**config.mk**
```make
export PLATFORM = sky130hd
export DESIGN_NAME = dps_top
export DESIGN_NICKNAME = d
export VERILOG_FILES = /design/src/dps_pkg.sv /design/src/dps_cmd_decode.sv /design/src/dps_irq.sv /design/src/dps_top.sv
export VERILOG_INCLUDE_DIRS = /design/src /design/src/src
export SDC_FILE = /design/constraint.sdc
export NUM_CORES = 1
export LEC_CHECK = 0
export BUFFER_PORTS_ARGS = -buffer_cell sky130_fd_sc_hd__buf_2
export CORE_MARGIN = 5
export CORE_UTILIZATION = 47
export DETAILED_ROUTE_END_ITERATION = 10
export GPL_ROUTABILITY_DRIVEN = 1
export MAX_ROUTING_LAYER = met4
export PLACE_DENSITY_LB_ADDON = 0.12
export REMOVE_ABC_BUFFERS = 1
export SETUP_SLACK_MARGIN = 0.5
export SYNTH_ARGS = -nofsm -noshare
export SYNTH_HDL_FRONTEND = slang
export SYNTH_SLANG_ARGS = --single-unit
```
**constraint.sdc**
```tcl
create_clock -name i_clk -period 2.1 [get_ports i_clk]
set_clock_uncertainty 0.15 [all_clocks]
set_input_delay 0.105 -clock i_clk [delete_from_list [all_inputs] [get_ports i_clk]]
set_output_delay 0.105 -clock i_clk [all_outputs]
set_load 0.02 [all_outputs]
```
**src/dps_defines.svh**
```systemverilog
// Constants for the drive power state machine
`ifndef DPS_DEFINES_SVH
`define DPS_DEFINES_SVH
`define DPS_CW_SO_BIT     0
`define DPS_CW_EV_BIT     1
`define DPS_CW_QS_BIT     2
`define DPS_CW_EO_BIT     3
`define DPS_CW_FR_BIT     7
`define DPS_OFS_CTRL      8'h00
`define DPS_OFS_STATE     8'h04
`define DPS_OFS_IRQ_STAT  8'h08
`define DPS_OFS_IRQ_CLR   8'h0C
`define DPS_OFS_IRQ_EN    8'h10
`define DPS_CTRL_RESET    16'h0000
`define DPS_IRQ_W         4
`define DPS_INIT_NS       1000
`define DPS_CLK_NS        20
`define DPS_INIT_CYC      ((`DPS_INIT_NS + `DPS_CLK_NS - 1) / `DPS_CLK_NS)
`endif

```
**src/dps_pkg.sv**
```systemverilog
// Types for the drive power state machine
package dps_pkg;
    typedef enum logic [2:0] {
        DPS_NOT_READY  = 3'b000,
        DPS_SW_DIS     = 3'b001,
        DPS_READY      = 3'b010,
        DPS_SW_ON      = 3'b011,
        DPS_OP_EN      = 3'b100,
        DPS_QSTOP      = 3'b101,
        DPS_FLT_REACT  = 3'b110,
        DPS_FAULT      = 3'b111
    } dps_state_t;

    typedef struct packed {
        logic shutdown;
        logic switch_on;
        logic disable_voltage;
        logic quick_stop;
        logic disable_op;
        logic enable_op;
        logic fault_reset;
    } dps_cmd_t;

    typedef struct packed {
        logic network_operation_mode;
        logic net_command_interface_select;
        logic comm_run_command_source_zero;
    } dps_enable_t;
endpackage

```
**src/dps_cmd_decode.sv**
```systemverilog
// Controlword command decoder with fault-reset edge detection
`timescale 1ns/1ps
`include "dps_defines.svh"
module dps_cmd_decode (
    input  wire logic              i_clk,
    input  wire logic              i_rst_b,
    input  wire logic [15:0]       i_cw,
    input  wire logic              i_cw_valid,
    output dps_pkg::dps_cmd_t      o_cmd
);
    logic fr_prev_r;
    logic so;
    logic ev;
    logic qs;
    logic eo;
    logic fr;

    assign so = i_cw[`DPS_CW_SO_BIT];
    assign ev = i_cw[`DPS_CW_EV_BIT];
    assign qs = i_cw[`DPS_CW_QS_BIT];
    assign eo = i_cw[`DPS_CW_EO_BIT];
    assign fr = i_cw[`DPS_CW_FR_BIT];

    always_ff @(posedge i_clk or negedge i_rst_b) begin
        if (!i_rst_b) begin
            fr_prev_r <= 1'b0;
        end else if (i_cw_valid) begin
            fr_prev_r <= fr;
        end
    end

    // Commands only count on a cyclic update
    always_comb begin
        o_cmd.shutdown        = i_cw_valid & ~fr & qs & ev & ~so;
        o_cmd.switch_on       = i_cw_valid & ~fr & ~eo & qs & ev & so;
        o_cmd.disable_voltage = i_cw_valid & ~fr & ~ev;
        o_cmd.quick_stop      = i_cw_valid & ~fr & ~qs & ev;
        o_cmd.disable_op      = i_cw_valid & ~fr & ~eo & qs & ev & so;
        o_cmd.enable_op       = i_cw_valid & ~fr & eo & qs & ev & so;
        o_cmd.fault_reset     = i_cw_valid & fr & ~fr_prev_r;
    end
endmodule

```
**src/dps_irq.sv**
```systemverilog
// Sticky event status with enable mask and level interrupt
`timescale 1ns/1ps
`include "dps_defines.svh"
module dps_irq (
    input  wire logic                   i_clk,
    input  wire logic                   i_rst_b,
    input  wire logic [`DPS_IRQ_W-1:0]  i_event,
    input  wire logic [`DPS_IRQ_W-1:0]  i_clr,
    input  wire logic                   i_clr_we,
    input  wire logic [`DPS_IRQ_W-1:0]  i_en,
    output logic      [`DPS_IRQ_W-1:0]  o_status,
    output logic                        o_irq
);
    always_ff @(posedge i_clk or negedge i_rst_b) begin
        if (!i_rst_b) begin
            o_status <= '0;
        end else begin
            // A new event wins over a clear in the same cycle
            o_status <= (o_status & ~(i_clr_we ? i_clr : '0)) | i_event;
        end
    end

    assign o_irq = |(o_status & i_en);
endmodule

```
**src/dps_top.sv**
```systemverilog
// Drive power state machine with register port
`timescale 1ns/1ps
`include "dps_defines.svh"
module dps_top #(
    parameter int INIT_CYC = `DPS_INIT_CYC
) (
    input  wire logic         i_clk,
    input  wire logic         i_rst_b,
    input  wire logic [15:0]  i_cw,
    input  wire logic         i_cw_cyclic,
    input  wire logic         i_cw_acyclic,
    input  wire logic         i_pdo_operational,
    input  wire logic         i_position_control,
    input  wire logic         i_motor_stopped,
    input  wire logic         i_dc_brake_active,
    input  wire logic         i_pre_excitation_active,
    input  wire logic         i_positioning_busy,
    input  wire logic         i_stop_input_assigned,
    input  wire logic         i_output_shutoff_ext,
    input  wire logic         i_fault_detect,
    input  wire logic         i_fault_serious,
    input  wire dps_pkg::dps_enable_t i_net_en,
    input  wire logic [7:0]   i_addr,
    input  wire logic [15:0]  i_wdata,
    input  wire logic         i_wr,
    input  wire logic         i_rd,
    output logic      [15:0]  o_rdata,
    output logic [2:0]        o_state,
    output logic              o_output_ready_flag,
    output logic              o_servo_on_input,
    output logic              o_run_start,
    output logic              o_quick_stop_active,
    output logic              o_fault_active,
    output logic              o_irq
);
    dps_pkg::dps_state_t state_r;
    dps_pkg::dps_state_t state_nxt;
    dps_pkg::dps_cmd_t   cmd;
    logic [15:0]         ctrl_r;
    logic [`DPS_IRQ_W-1:0] irq_en_r;
    logic [`DPS_IRQ_W-1:0] irq_status;
    logic [`DPS_IRQ_W-1:0] irq_event;
    logic [15:0]         init_cnt_r;
    logic                init_done;
    logic                net_ok;
    logic                qs_cmd_used_r;
    logic                fault_latched_r;
    logic                serious_latched_r;
    logic                enable_r;
    logic                cancel_run;
    logic                braking;
    logic                ready_prev_r;
    logic                cw_valid;

    // Acyclic controlword writes never reach the decoder
    assign cw_valid = i_cw_cyclic & i_pdo_operational & ~i_cw_acyclic;

    dps_cmd_decode u_dec (
        .i_clk      (i_clk),
        .i_rst_b    (i_rst_b),
        .i_cw       (i_cw),
        .i_cw_valid (cw_valid),
        .o_cmd      (cmd)
    );

    assign net_ok  = i_net_en.network_operation_mode & i_net_en.net_command_interface_select
                   & i_net_en.comm_run_command_source_zero;
    assign braking = i_dc_brake_active | i_pre_excitation_active;

    // Initialization timer
    always_ff @(posedge i_clk or negedge i_rst_b) begin
        if (!i_rst_b) begin
            init_cnt_r <= 16'h0000;
        end else if (state_r == dps_pkg::DPS_NOT_READY && !init_done) begin
            init_cnt_r <= init_cnt_r + 16'h0001;
        end
    end
    assign init_done = (init_cnt_r >= 16'(INIT_CYC));

    // Quick stop command seen since reset
    always_ff @(posedge i_clk or negedge i_rst_b) begin
        if (!i_rst_b) begin
            qs_cmd_used_r <= 1'b0;
        end else if (cmd.quick_stop) begin
            // Once used, quick stop is no longer blocked by assigned stop inputs
            qs_cmd_used_r <= 1'b1;
        end
    end

    // Serious faults persist until reset
    always_ff @(posedge i_clk or negedge i_rst_b) begin
        if (!i_rst_b) begin
            fault_latched_r   <= 1'b0;
            serious_latched_r <= 1'b0;
        end else begin
            if (i_fault_detect) begin
                fault_latched_r <= 1'b1;
            end else if (state_r == dps_pkg::DPS_FAULT && cmd.fault_reset && !serious_latched_r) begin
                fault_latched_r <= 1'b0;
            end
            if (i_fault_detect && i_fault_serious) begin
                serious_latched_r <= 1'b1;
            end
        end
    end

    always_comb begin
        state_nxt = state_r;
        unique case (state_r)
            dps_pkg::DPS_NOT_READY: begin
                if (init_done) begin
                    state_nxt = dps_pkg::DPS_SW_DIS;
                end
            end
            dps_pkg::DPS_SW_DIS: begin
                if (net_ok) begin
                    if (cmd.enable_op) begin
                        state_nxt = dps_pkg::DPS_OP_EN;
                    end else if (cmd.switch_on) begin
                        state_nxt = dps_pkg::DPS_SW_ON;
                    end else if (cmd.shutdown) begin
                        state_nxt = dps_pkg::DPS_READY;
                    end
                end
            end
            dps_pkg::DPS_READY: begin
                if (!net_ok || cmd.disable_voltage || cmd.quick_stop) begin
                    state_nxt = dps_pkg::DPS_SW_DIS;
                end else if (cmd.enable_op) begin
                    state_nxt = dps_pkg::DPS_OP_EN;
                end else if (cmd.switch_on) begin
                    state_nxt = dps_pkg::DPS_SW_ON;
                end
            end
            dps_pkg::DPS_SW_ON: begin
                if (!net_ok || cmd.disable_voltage || cmd.quick_stop) begin
                    state_nxt = dps_pkg::DPS_SW_DIS;
                end else if (cmd.shutdown) begin
                    state_nxt = dps_pkg::DPS_READY;
                end else if (cmd.enable_op && o_output_ready_flag) begin
                    state_nxt = dps_pkg::DPS_OP_EN;
                end
            end
            dps_pkg::DPS_OP_EN: begin
                if (!net_ok || cmd.disable_voltage) begin
                    state_nxt = dps_pkg::DPS_SW_DIS;
                end else if (cmd.quick_stop && (qs_cmd_used_r || !i_stop_input_assigned)) begin
                    state_nxt = dps_pkg::DPS_QSTOP;
                end else if (cmd.shutdown) begin
                    state_nxt = dps_pkg::DPS_READY;
                end else if (!o_output_ready_flag) begin
                    state_nxt = dps_pkg::DPS_SW_ON;
                end else if (enable_r && i_motor_stopped && !braking) begin
                    state_nxt = dps_pkg::DPS_SW_ON;
                end
            end
            dps_pkg::DPS_QSTOP: begin
                if (!net_ok || cmd.disable_voltage) begin
                    state_nxt = dps_pkg::DPS_SW_DIS;
                end else if (i_position_control && !i_positioning_busy) begin
                    state_nxt = dps_pkg::DPS_SW_DIS;
                end else if (!i_position_control && i_motor_stopped && !braking) begin
                    state_nxt = dps_pkg::DPS_SW_DIS;
                end
            end
            dps_pkg::DPS_FLT_REACT: begin
                state_nxt = dps_pkg::DPS_FAULT;
            end
            dps_pkg::DPS_FAULT: begin
                if (cmd.fault_reset && !serious_latched_r) begin
                    state_nxt = dps_pkg::DPS_SW_DIS;
                end
            end
        endcase
        if (i_fault_detect && state_r != dps_pkg::DPS_FAULT && state_r != dps_pkg::DPS_FLT_REACT) begin
            state_nxt = dps_pkg::DPS_FLT_REACT;
        end
    end

    // Pending disable operation: held until motor stop allows the return
    always_ff @(posedge i_clk or negedge i_rst_b) begin
        if (!i_rst_b) begin
            enable_r <= 1'b0;
        end else if (state_r != dps_pkg::DPS_OP_EN || state_nxt != dps_pkg::DPS_OP_EN) begin
            enable_r <= 1'b0;
        end else if (cmd.disable_op) begin
            enable_r <= 1'b1;
        end
    end

    always_ff @(posedge i_clk or negedge i_rst_b) begin
        if (!i_rst_b) begin
            state_r <= dps_pkg::DPS_NOT_READY;
        end else begin
            state_r <= state_nxt;
        end
    end

    // Transitions 5, 8, 9, 12 and 14 drop the run condition
    assign cancel_run = (state_r == dps_pkg::DPS_OP_EN && state_nxt != dps_pkg::DPS_OP_EN)
                      || (state_r == dps_pkg::DPS_QSTOP && state_nxt != dps_pkg::DPS_QSTOP)
                      || (state_r == dps_pkg::DPS_FLT_REACT);

    always_ff @(posedge i_clk or negedge i_rst_b) begin
        if (!i_rst_b) begin
            o_servo_on_input    <= 1'b0;
            o_run_start         <= 1'b0;
            o_output_ready_flag <= 1'b0;
            ready_prev_r        <= 1'b0;
        end else begin
            if (cancel_run) begin
                o_servo_on_input <= 1'b0;
                o_run_start      <= 1'b0;
            end else if (state_nxt == dps_pkg::DPS_OP_EN && state_r != dps_pkg::DPS_OP_EN) begin
                o_servo_on_input <= i_position_control;
                o_run_start      <= ~i_position_control;
            end
            o_output_ready_flag <= (state_nxt == dps_pkg::DPS_SW_ON || state_nxt == dps_pkg::DPS_OP_EN)
                                 & ~i_output_shutoff_ext;
            ready_prev_r <= o_output_ready_flag;
        end
    end

    assign o_state             = state_r;
    assign o_quick_stop_active = (state_r == dps_pkg::DPS_QSTOP);
    assign o_fault_active      = fault_latched_r;

    // Events: fault, quick stop entry, enabled entry, output ready drop
    assign irq_event = {ready_prev_r & ~o_output_ready_flag,
                        state_nxt == dps_pkg::DPS_OP_EN && state_r != dps_pkg::DPS_OP_EN,
                        state_nxt == dps_pkg::DPS_QSTOP && state_r != dps_pkg::DPS_QSTOP,
                        state_nxt == dps_pkg::DPS_FLT_REACT && state_r != dps_pkg::DPS_FLT_REACT};

    dps_irq u_irq (
        .i_clk    (i_clk),
        .i_rst_b  (i_rst_b),
        .i_event  (irq_event),
        .i_clr    (i_wdata[`DPS_IRQ_W-1:0]),
        .i_clr_we (i_wr && i_addr == `DPS_OFS_IRQ_CLR),
        .i_en     (irq_en_r),
        .o_status (irq_status),
        .o_irq    (o_irq)
    );

    always_ff @(posedge i_clk or negedge i_rst_b) begin
        if (!i_rst_b) begin
            ctrl_r   <= `DPS_CTRL_RESET;
            irq_en_r <= '0;
        end else if (i_wr) begin
            if (i_addr == `DPS_OFS_IRQ_EN) begin
                irq_en_r <= i_wdata[`DPS_IRQ_W-1:0];
            end
            if (i_addr == `DPS_OFS_CTRL) begin
                ctrl_r <= i_wdata;
            end
        end
    end

    always_ff @(posedge i_clk or negedge i_rst_b) begin
        if (!i_rst_b) begin
            o_rdata <= 16'h0000;
        end else if (i_rd) begin
            unique case (i_addr)
                `DPS_OFS_CTRL:     o_rdata <= ctrl_r;
                `DPS_OFS_STATE:    o_rdata <= {13'h0000, state_r};
                `DPS_OFS_IRQ_STAT: o_rdata <= {12'h000, irq_status};
                `DPS_OFS_IRQ_EN:   o_rdata <= {12'h000, irq_en_r};
                default:           o_rdata <= 16'h0000;
            endcase
        end else begin
            o_rdata <= 16'h0000;
        end
    end
endmodule

```
# After elaboration in Yosys (flattened, before gate mapping)
# Cells that the tools add are included.
[classes]
n_addsub = 1
n_lt_le_gt_ge = 1
n_eq_ne = 21
n_mux = 33
n_bitwise = 38
reduce_logical = 42
[op_table]
columns = ["op", "count"]
rows = [
  ["one-hot mux 16 bit (4 select lines)", 1],
  ["two-way mux 3 bit", 21],
  ["one-hot mux 3 bit (8 select lines)", 1],
  ["AND 1 bit", 23],
  ["equality test 3 bit, second input constant", 7],
  ["logical AND 1 bit", 20],
  ["!= test 3 bit, second input constant", 6],
  ["adder 16 x 1 -> 16 bit, second input constant", 1],
  ["equality test 8 x 4 -> 1 bit, second input constant", 2],
  [">= comparator 16 x 6 -> 1 bit, second input constant", 1],
  ["two-way mux 16 bit", 1],
  ["NOT 1 bit", 10],
  ["equality test 3 x 2 -> 1 bit, second input constant", 3],
  ["AND 4 bit", 2],
  ["equality test 8 x 3 -> 1 bit, second input constant", 1],
  ["equality test 8 x 5 -> 1 bit, second input constant", 1],
  ["zero test 8 bit", 1],
  ["two-way mux 1 bit", 8],
  ["zero test 1 bit", 7],
  ["logical OR 1 bit", 7],
  ["nonzero test 2 bit", 3],
  ["two-way mux 4 bit", 1],
  ["NOT 4 bit", 1],
  ["OR 4 bit", 1],
  ["other kinds (5)", 6],
]
[totals]
reg_bits = 68
wordCells = 151

# Depth between registers and ports, before layout
[depth]
depth_word = 18
depth_mapped = 9
depth_no_buf = 9

# Modules after synthesis
# Synthesis repeated with hierarchy kept, for this count alone.
[unflattened]
hier_cells = 260
area_unflattened_um2 = 3069.2
[modules_own_cells]
columns = ["mod", "n_inst", "cells_per_inst", "area_each_um2", "seq_area_each_um2"]
rows = [
  ["dps_top", 1, 232, 2788.9, 1576.5],
  ["dps_irq", 1, 15, 163.9, 100.1],
  ["dps_cmd_decode", 1, 13, 116.4, 25.0],
]

# Worst setup path after synthesis
# OpenSTA, ideal clock, no wires.
[synth_timing]
kind = "flip-flop to flip-flop"
start = "register state_r[0] (netlist: o_state[0])"
end = "register o_run_start"
arrival_time_ns = 2.099
setup_slack_ns = -0.288
stages_incl_launch_ff = 8
n_path_buf = 0
synth_period_minus_slack_ns = 2.388
cell_sequence = "dfrtp_1 > or3b_1 > or4_1 > o211ai_2 > a211oi_4 > nor4_4 > mux2i_1 > a31oi_1"
[synth_via]
elab_chain_cells = 12
word_cells_on_any_way = 45
cone_classes = "13 x eq/ne; 23 x mux; 9 x reduce/logical"
[synth_lines]
columns = ["item", "line", "text"]
rows = [
  ["from (decl)", "dps_top.sv:36", "dps_pkg::dps_state_t state_r;"],
  ["from (signal assigned)", "dps_top.sv:193", "state_r <= dps_pkg::DPS_NOT_READY;"],
  ["from (signal assigned)", "dps_top.sv:195", "state_r <= state_nxt;"],
  ["two-way mux 3 bit", "dps_top.sv:153", "end else if (enable_r && i_motor_stopped && !braking) begin"],
  ["two-way mux 3 bit", "dps_top.sv:151", "end else if (!o_output_ready_flag) begin"],
  ["two-way mux 3 bit", "dps_top.sv:149", "end else if (cmd.shutdown) begin"],
  ["two-way mux 3 bit", "dps_top.sv:147", "end else if (cmd.quick_stop && (qs_cmd_used_r || !i_stop_input_assigned)) begin"],
  ["two-way mux 3 bit", "dps_top.sv:145", "if (!net_ok || cmd.disable_voltage) begin"],
  ["one-hot mux 3 bit (8 select lines)", "dps_top.sv:109", "unique case (state_r)"],
  ["two-way mux 3 bit", "dps_top.sv:175", "if (i_fault_detect && state_r != dps_pkg::DPS_FAULT && state_r != dps_pkg::DPS_FLT_REACT) begin"],
  ["!= test 3 bit, on equally long branches", "dps_top.sv:200, dps_top.sv:201", ""],
  ["logical AND 1 bit, on equally long branches", "dps_top.sv:200, dps_top.sv:201", ""],
  ["logical OR 1 bit", "dps_top.sv:201", "|| (state_r == dps_pkg::DPS_QSTOP && state_nxt != dps_pkg::DPS_QSTOP)"],
  ["logical OR 1 bit", "dps_top.sv:202", "|| (state_r == dps_pkg::DPS_FLT_REACT);"],
  ["two-way mux 1 bit or nonzero test 2 bit (tied branches)", "--", ""],
  ["to (signal assigned)", "dps_top.sv:216", "o_run_start <= ~i_position_control;"],
  ["to (decl)", "dps_top.sv:31", "output logic o_run_start,"],
]
# Parallel ways exist; a longest one is shown, timed or not.
# A chain may end at the register's enable or synchronous reset.

# Worst setup path in the final report
[layout_timing]
start = "register state_r[0] (netlist: o_state[0])"
end = "register o_output_ready_flag"
[layout_via]
elab_chain_cells = 10
word_cells_on_any_way = 38
cone_classes = "11 x eq/ne; 22 x mux; 1 x bitwise; 4 x reduce/logical"
[layout_lines]
columns = ["item", "line", "text"]
rows = [
  ["two-way mux 3 bit", "dps_top.sv:153", ""],
  ["two-way mux 3 bit", "dps_top.sv:151", ""],
  ["two-way mux 3 bit", "dps_top.sv:149", ""],
  ["two-way mux 3 bit", "dps_top.sv:147", ""],
  ["two-way mux 3 bit", "dps_top.sv:145", ""],
  ["one-hot mux 3 bit (8 select lines)", "dps_top.sv:109", ""],
  ["two-way mux 3 bit *", "dps_top.sv:175", ""],
  ["equality test 3 x 2 -> 1 bit or equality test 3 bit (tied branches)", "dps_top.sv:218", "o_output_ready_flag <= (state_nxt == dps_pkg::DPS_SW_ON || state_nxt == dps_pkg::DPS_OP_EN)"],
  ["logical OR 1 bit *", "dps_top.sv:218", ""],
  ["AND 1 bit *", "dps_top.sv:219", "& ~i_output_shutoff_ext;"],
  ["to (signal assigned)", "dps_top.sv:218", ""],
  ["to (decl)", "dps_top.sv:29", "output logic o_output_ready_flag,"],
]
# Mark *: on every way between the ends. The rest lies on a longest branch, timed or not.

==> summary.md <==
| Metric | Value |
|---|---|
| Outcome | finished with violations |
| Failing checks | negative setup slack |
| Worst slew margin | 75.53% |
| Initial Util | 47.92% |
| Die Area | 0.008141 mm2 |
| Final setup viols | 6 |
| Total gr overflow | 0 |
| Min cycle time layout | 2.353 ns |
| Overall routing resource usage | 18.57% |
| Crit path capture type | flip-flop |
| Hold crit path type | in -> reg |
| Via/cell ratio | 5.221 |
| Pwr per Cell Area | 902.4 mW/mm2 |
| Clock Path Buffers | 2 |
| Static Leak | 2.126 nW |
| RSZ-0062 raised after global routing | yes |
| First-pass GRT wire length | 12.14 mm |
| Proportion of power drawn by flip-flops and latches | 38.7% |
| Yosys warns | 0 |
| Sequential-to-total area share from yosys stat | 56.24% |
| CP max FO | 5 |
| Antenna Violating Nets Remaining | 0 |
| Critical Path AT | 2.46 ns |
| Yosys cell types | 52 |
| Initial antenna violation count | 0 |
| Clk_lat worst skew | 0.33 ns |
| Post-route setup slack | -0.2529 ns |
| Post-route cell area | 0.004384 mm2 |
| Share of cells above drive strength 1 | 45.11% |
| Cells after DPL | 425 |
| Placed cell area | 0.003687 mm2 |
| Final hold violations | 0 |
| Antenna Cells | 0 |
| Via Count | 2485 |
| Vias in the first global route | 2586 |
| FF-to-FF Start | o_state[0]$_DFF_PN0_ |
| Num CTS Buffers | 9 |
| Reg-to-reg endpoint | o_output_ready_flag$_DFF_PN0_ |
| CTS tree | yes |
| CTS HTree Levels | 3 |
| Comb pwr share | 38.7% |
| Mapped Avg Cell Area | 11.73 um2 |
| Top_reg_cell synth | dfrtp_1 |
| DRC | 0 |
| R2R cell count | 7 |
| Data required time at the worst endpoint | 2.21 ns |
| Post-DR wirelength/cell | 15.06 um |
| Clock power share | 22.6% |
| Die Span Y | 90.23 um |
| Site Rows | 29 |
| Non-Filler Instances | 476 |
| Hold path cells | 4 |
| HP Start | i_position_control |
| Max IR drop VDD | 0.8406 mV |
| Crit share post-route | 112.0% |
| Yosys reg bits | 68 |
| Int Power | 2.639 mW |
| HPWL after DPL | 4.804 mm |
| Nets@finish | 456 |
| TritonRoute pass-1 iters | 4 |
| Post-synth EDFFs | 0 |
| FMAX | 0.4250 GHz |
| Largest net degree at the start of global routing | 69 |
| Synthesized instance count | 258 |
| Pins over their slew limit | 0 |
| FFs w/ async S/R, synth | 100.0% |
| Sw Ratio | 33.29% |
| Drt initial violations | 121 |
| CTS Root Cell | clkbuf_8 |
| GPL Wtd Cong | 0.8383 |
| Clock transition at the registers of the reported paths | 0.07 ns |
| Layout area overhead | 44.91% |
| Core Area | 0.006314 mm2 |
| Setup CP Type | reg -> reg |
| CP Launch Type | flip-flop |
| Die width | 90.23 um |
| Tot Pwr | 3.956 mW |
| Final wirelength | 7.167 mm |
| Flop2flop setup slack | -0.25 ns |
| Worst slew pin tran | 0.3639 ns |
| IO Port Bufs | 72 |
| Max_cap viols | 0 |
| Top Ports | 84 |
| Switching power total | 1.317 mW |
| Hold Path End | o_servo_on_input$_DFFE_PN0P_ |
| Clock sink count | 68 |
| Cell Area, Synth | 0.003025 mm2 |
-- kinds of logic after synthesis --
family / Yosys count / synth area share [%]
flip-flops: 68 / 56.24
multiplexers: 27 / 9.967
AND/OR/NAND/NOR: 99 / 19.11
AO/OA/AOI/OAI: 38 / 10.01
buffers and inverters: 20 / 2.688
adder cells (fa/ha/maj): 2 / 0.8270
XOR/XNOR: 4 / 1.158
-- synthesized netlist by cell type (5+ instances only) --
| master | count | area share (%) |
|---|---|---|
| mux2_1 | 10 | 3.7 |
| mux2_2 | 15 | 5.6 |
| nand2_1 | 22 | 2.7 |
| nand3_1 | 5 | 0.83 |
| nor2_1 | 18 | 2.2 |
| o21ai_0 | 5 | 0.83 |
| dfrtp_1 | 68 | 56 |
| and2_1 | 14 | 2.9 |
| clkbuf_1 | 14 | 1.7 |
| nor4_1 | 5 | 1.0 |
-- metrics by stage --
step	worst slack, ns	setup TNS [ns]	hold slack (ns)	util [%]
after floorplan	-0.4247	-1.652	-0.3406	-
after global placement	-0.1758	-0.6284	0.001876	58.40
after detailed placement	-0.2333	-0.8899	0.001966	58.40
after global routing	-0.3456	-1.751	0.08113	69.44
final	-0.2529	-1.136	0.04349	69.44
after CTS	-0.2259	-1.097	0.03312	66.90
-- worst max-delay path, stage by stage (launching register included) --
cell      delay [ns]
dfrtp_1         0.38
or3b_4          0.40
or4_4           0.54
o211ai_2        0.10
a211oi_4        0.12
buf_4           0.16
or3_1           0.33
a21oi_2         0.12
-- placed cells by master (no fill, tap or decap), types with 3 or more instances in the layout --
| cell | Yosys | final |
|---|---|---|
| nor2_4 | 0 | 4 |
| a222oi_1 | 3 | 3 |
| nor3_1 | 4 | 4 |
| nand2b_1 | 4 | 4 |
| mux2_2 | 15 | 15 |
| a31oi_1 | 4 | 4 |
| nand2_1 | 22 | 20 |
| inv_1 | 3 | 3 |
| buf_4 | 1 | 37 |
| dfrtp_1 | 68 | 68 |
| clkbuf_8 | 0 | 9 |
| nand3_1 | 5 | 5 |
| buf_2 | 2 | 71 |
| a21oi_2 | 0 | 3 |
| o21ai_0 | 5 | 3 |
| a22oi_1 | 3 | 3 |
| nand4_1 | 4 | 4 |
| and3b_1 | 3 | 3 |
| nor2_1 | 18 | 13 |
| buf_6 | 0 | 9 |
| and2_1 | 14 | 14 |
| nor4_4 | 1 | 4 |
| dlygate4sd3_1 | 0 | 24 |
| nand4bb_1 | 4 | 4 |
| mux2_1 | 10 | 10 |
| clkinv_2 | 0 | 3 |
-- layer usage --
metal,track usage [%],part of all wire (%),routed length (um),vias up
met5,-,0,0,-
met4,6.328,1.4,102,0
met3,4.591,6.2,444,11
met2,28.29,48,3426,73
met1,24.36,45,3194,1204
li1,-,-,-,1197
-- power by group through the flow --
stage	clock network (mW)	logic (mW)	registers, mW
after CTS	0.915	1.31	1.53
final	0.893	1.53	1.53
after floorplan	0	0.465	1.65
after detailed placement	0	1.12	1.55
after global routing	0.965	1.64	1.55
after global placement	0	1.10	1.55
-- flip-flops by register name, indices dropped and copies added, names as in the netlist, 3 cells and up --
name and flops:
o_state 3, init_cnt_r 16, ctrl_r 16, u_irq.o_status 4, irq_en_r 4, o_rdata 16
-- cell type report --
class	instances	area, um2
fill	469	1929
sequential	68	1702
multi-input combinational	170	1403
timing repair buffer	143	1015
clock buffer	10	127.6
tap	77	96.34
clock inverter	5	30.03
inverter	3	11.26
-- timing repair --
| action | in CTS | in global routing |
|---|---|---|
| hold buffers | 24 | 0 |
| hold endpoints to repair | 101 | 0 |
| endpoints found under the setup margin | 16 | 16 |
| pin swaps | 7 | 19 |
| setup buffers | 5 | 7 |
| resized for setup | 24 | 27 |
-- how the worst max path moves through the flow --
stage | to | from | cells after the start
6_report | o_output_ready_flag$_DFF_PN0_ | o_state[0]$_DFF_PN0_ | 7
5_1_grt | o_output_ready_flag$_DFF_PN0_ | o_state[2]$_DFF_PN0_ | 7
4_1_cts | o_output_ready_flag$_DFF_PN0_ | o_state[0]$_DFF_PN0_ | 7
3_5_place_dp | o_servo_on_input$_DFFE_PN0P_ | o_state[0]$_DFF_PN0_ | 7
3_3_place_gp | o_output_ready_flag$_DFF_PN0_ | o_state[0]$_DFF_PN0_ | 7
2_1_floorplan | o_run_start$_DFFE_PN0P_ | o_state[2]$_DFF_PN0_ | 7
Note: power is estimated with default switching activity, not from simulation.
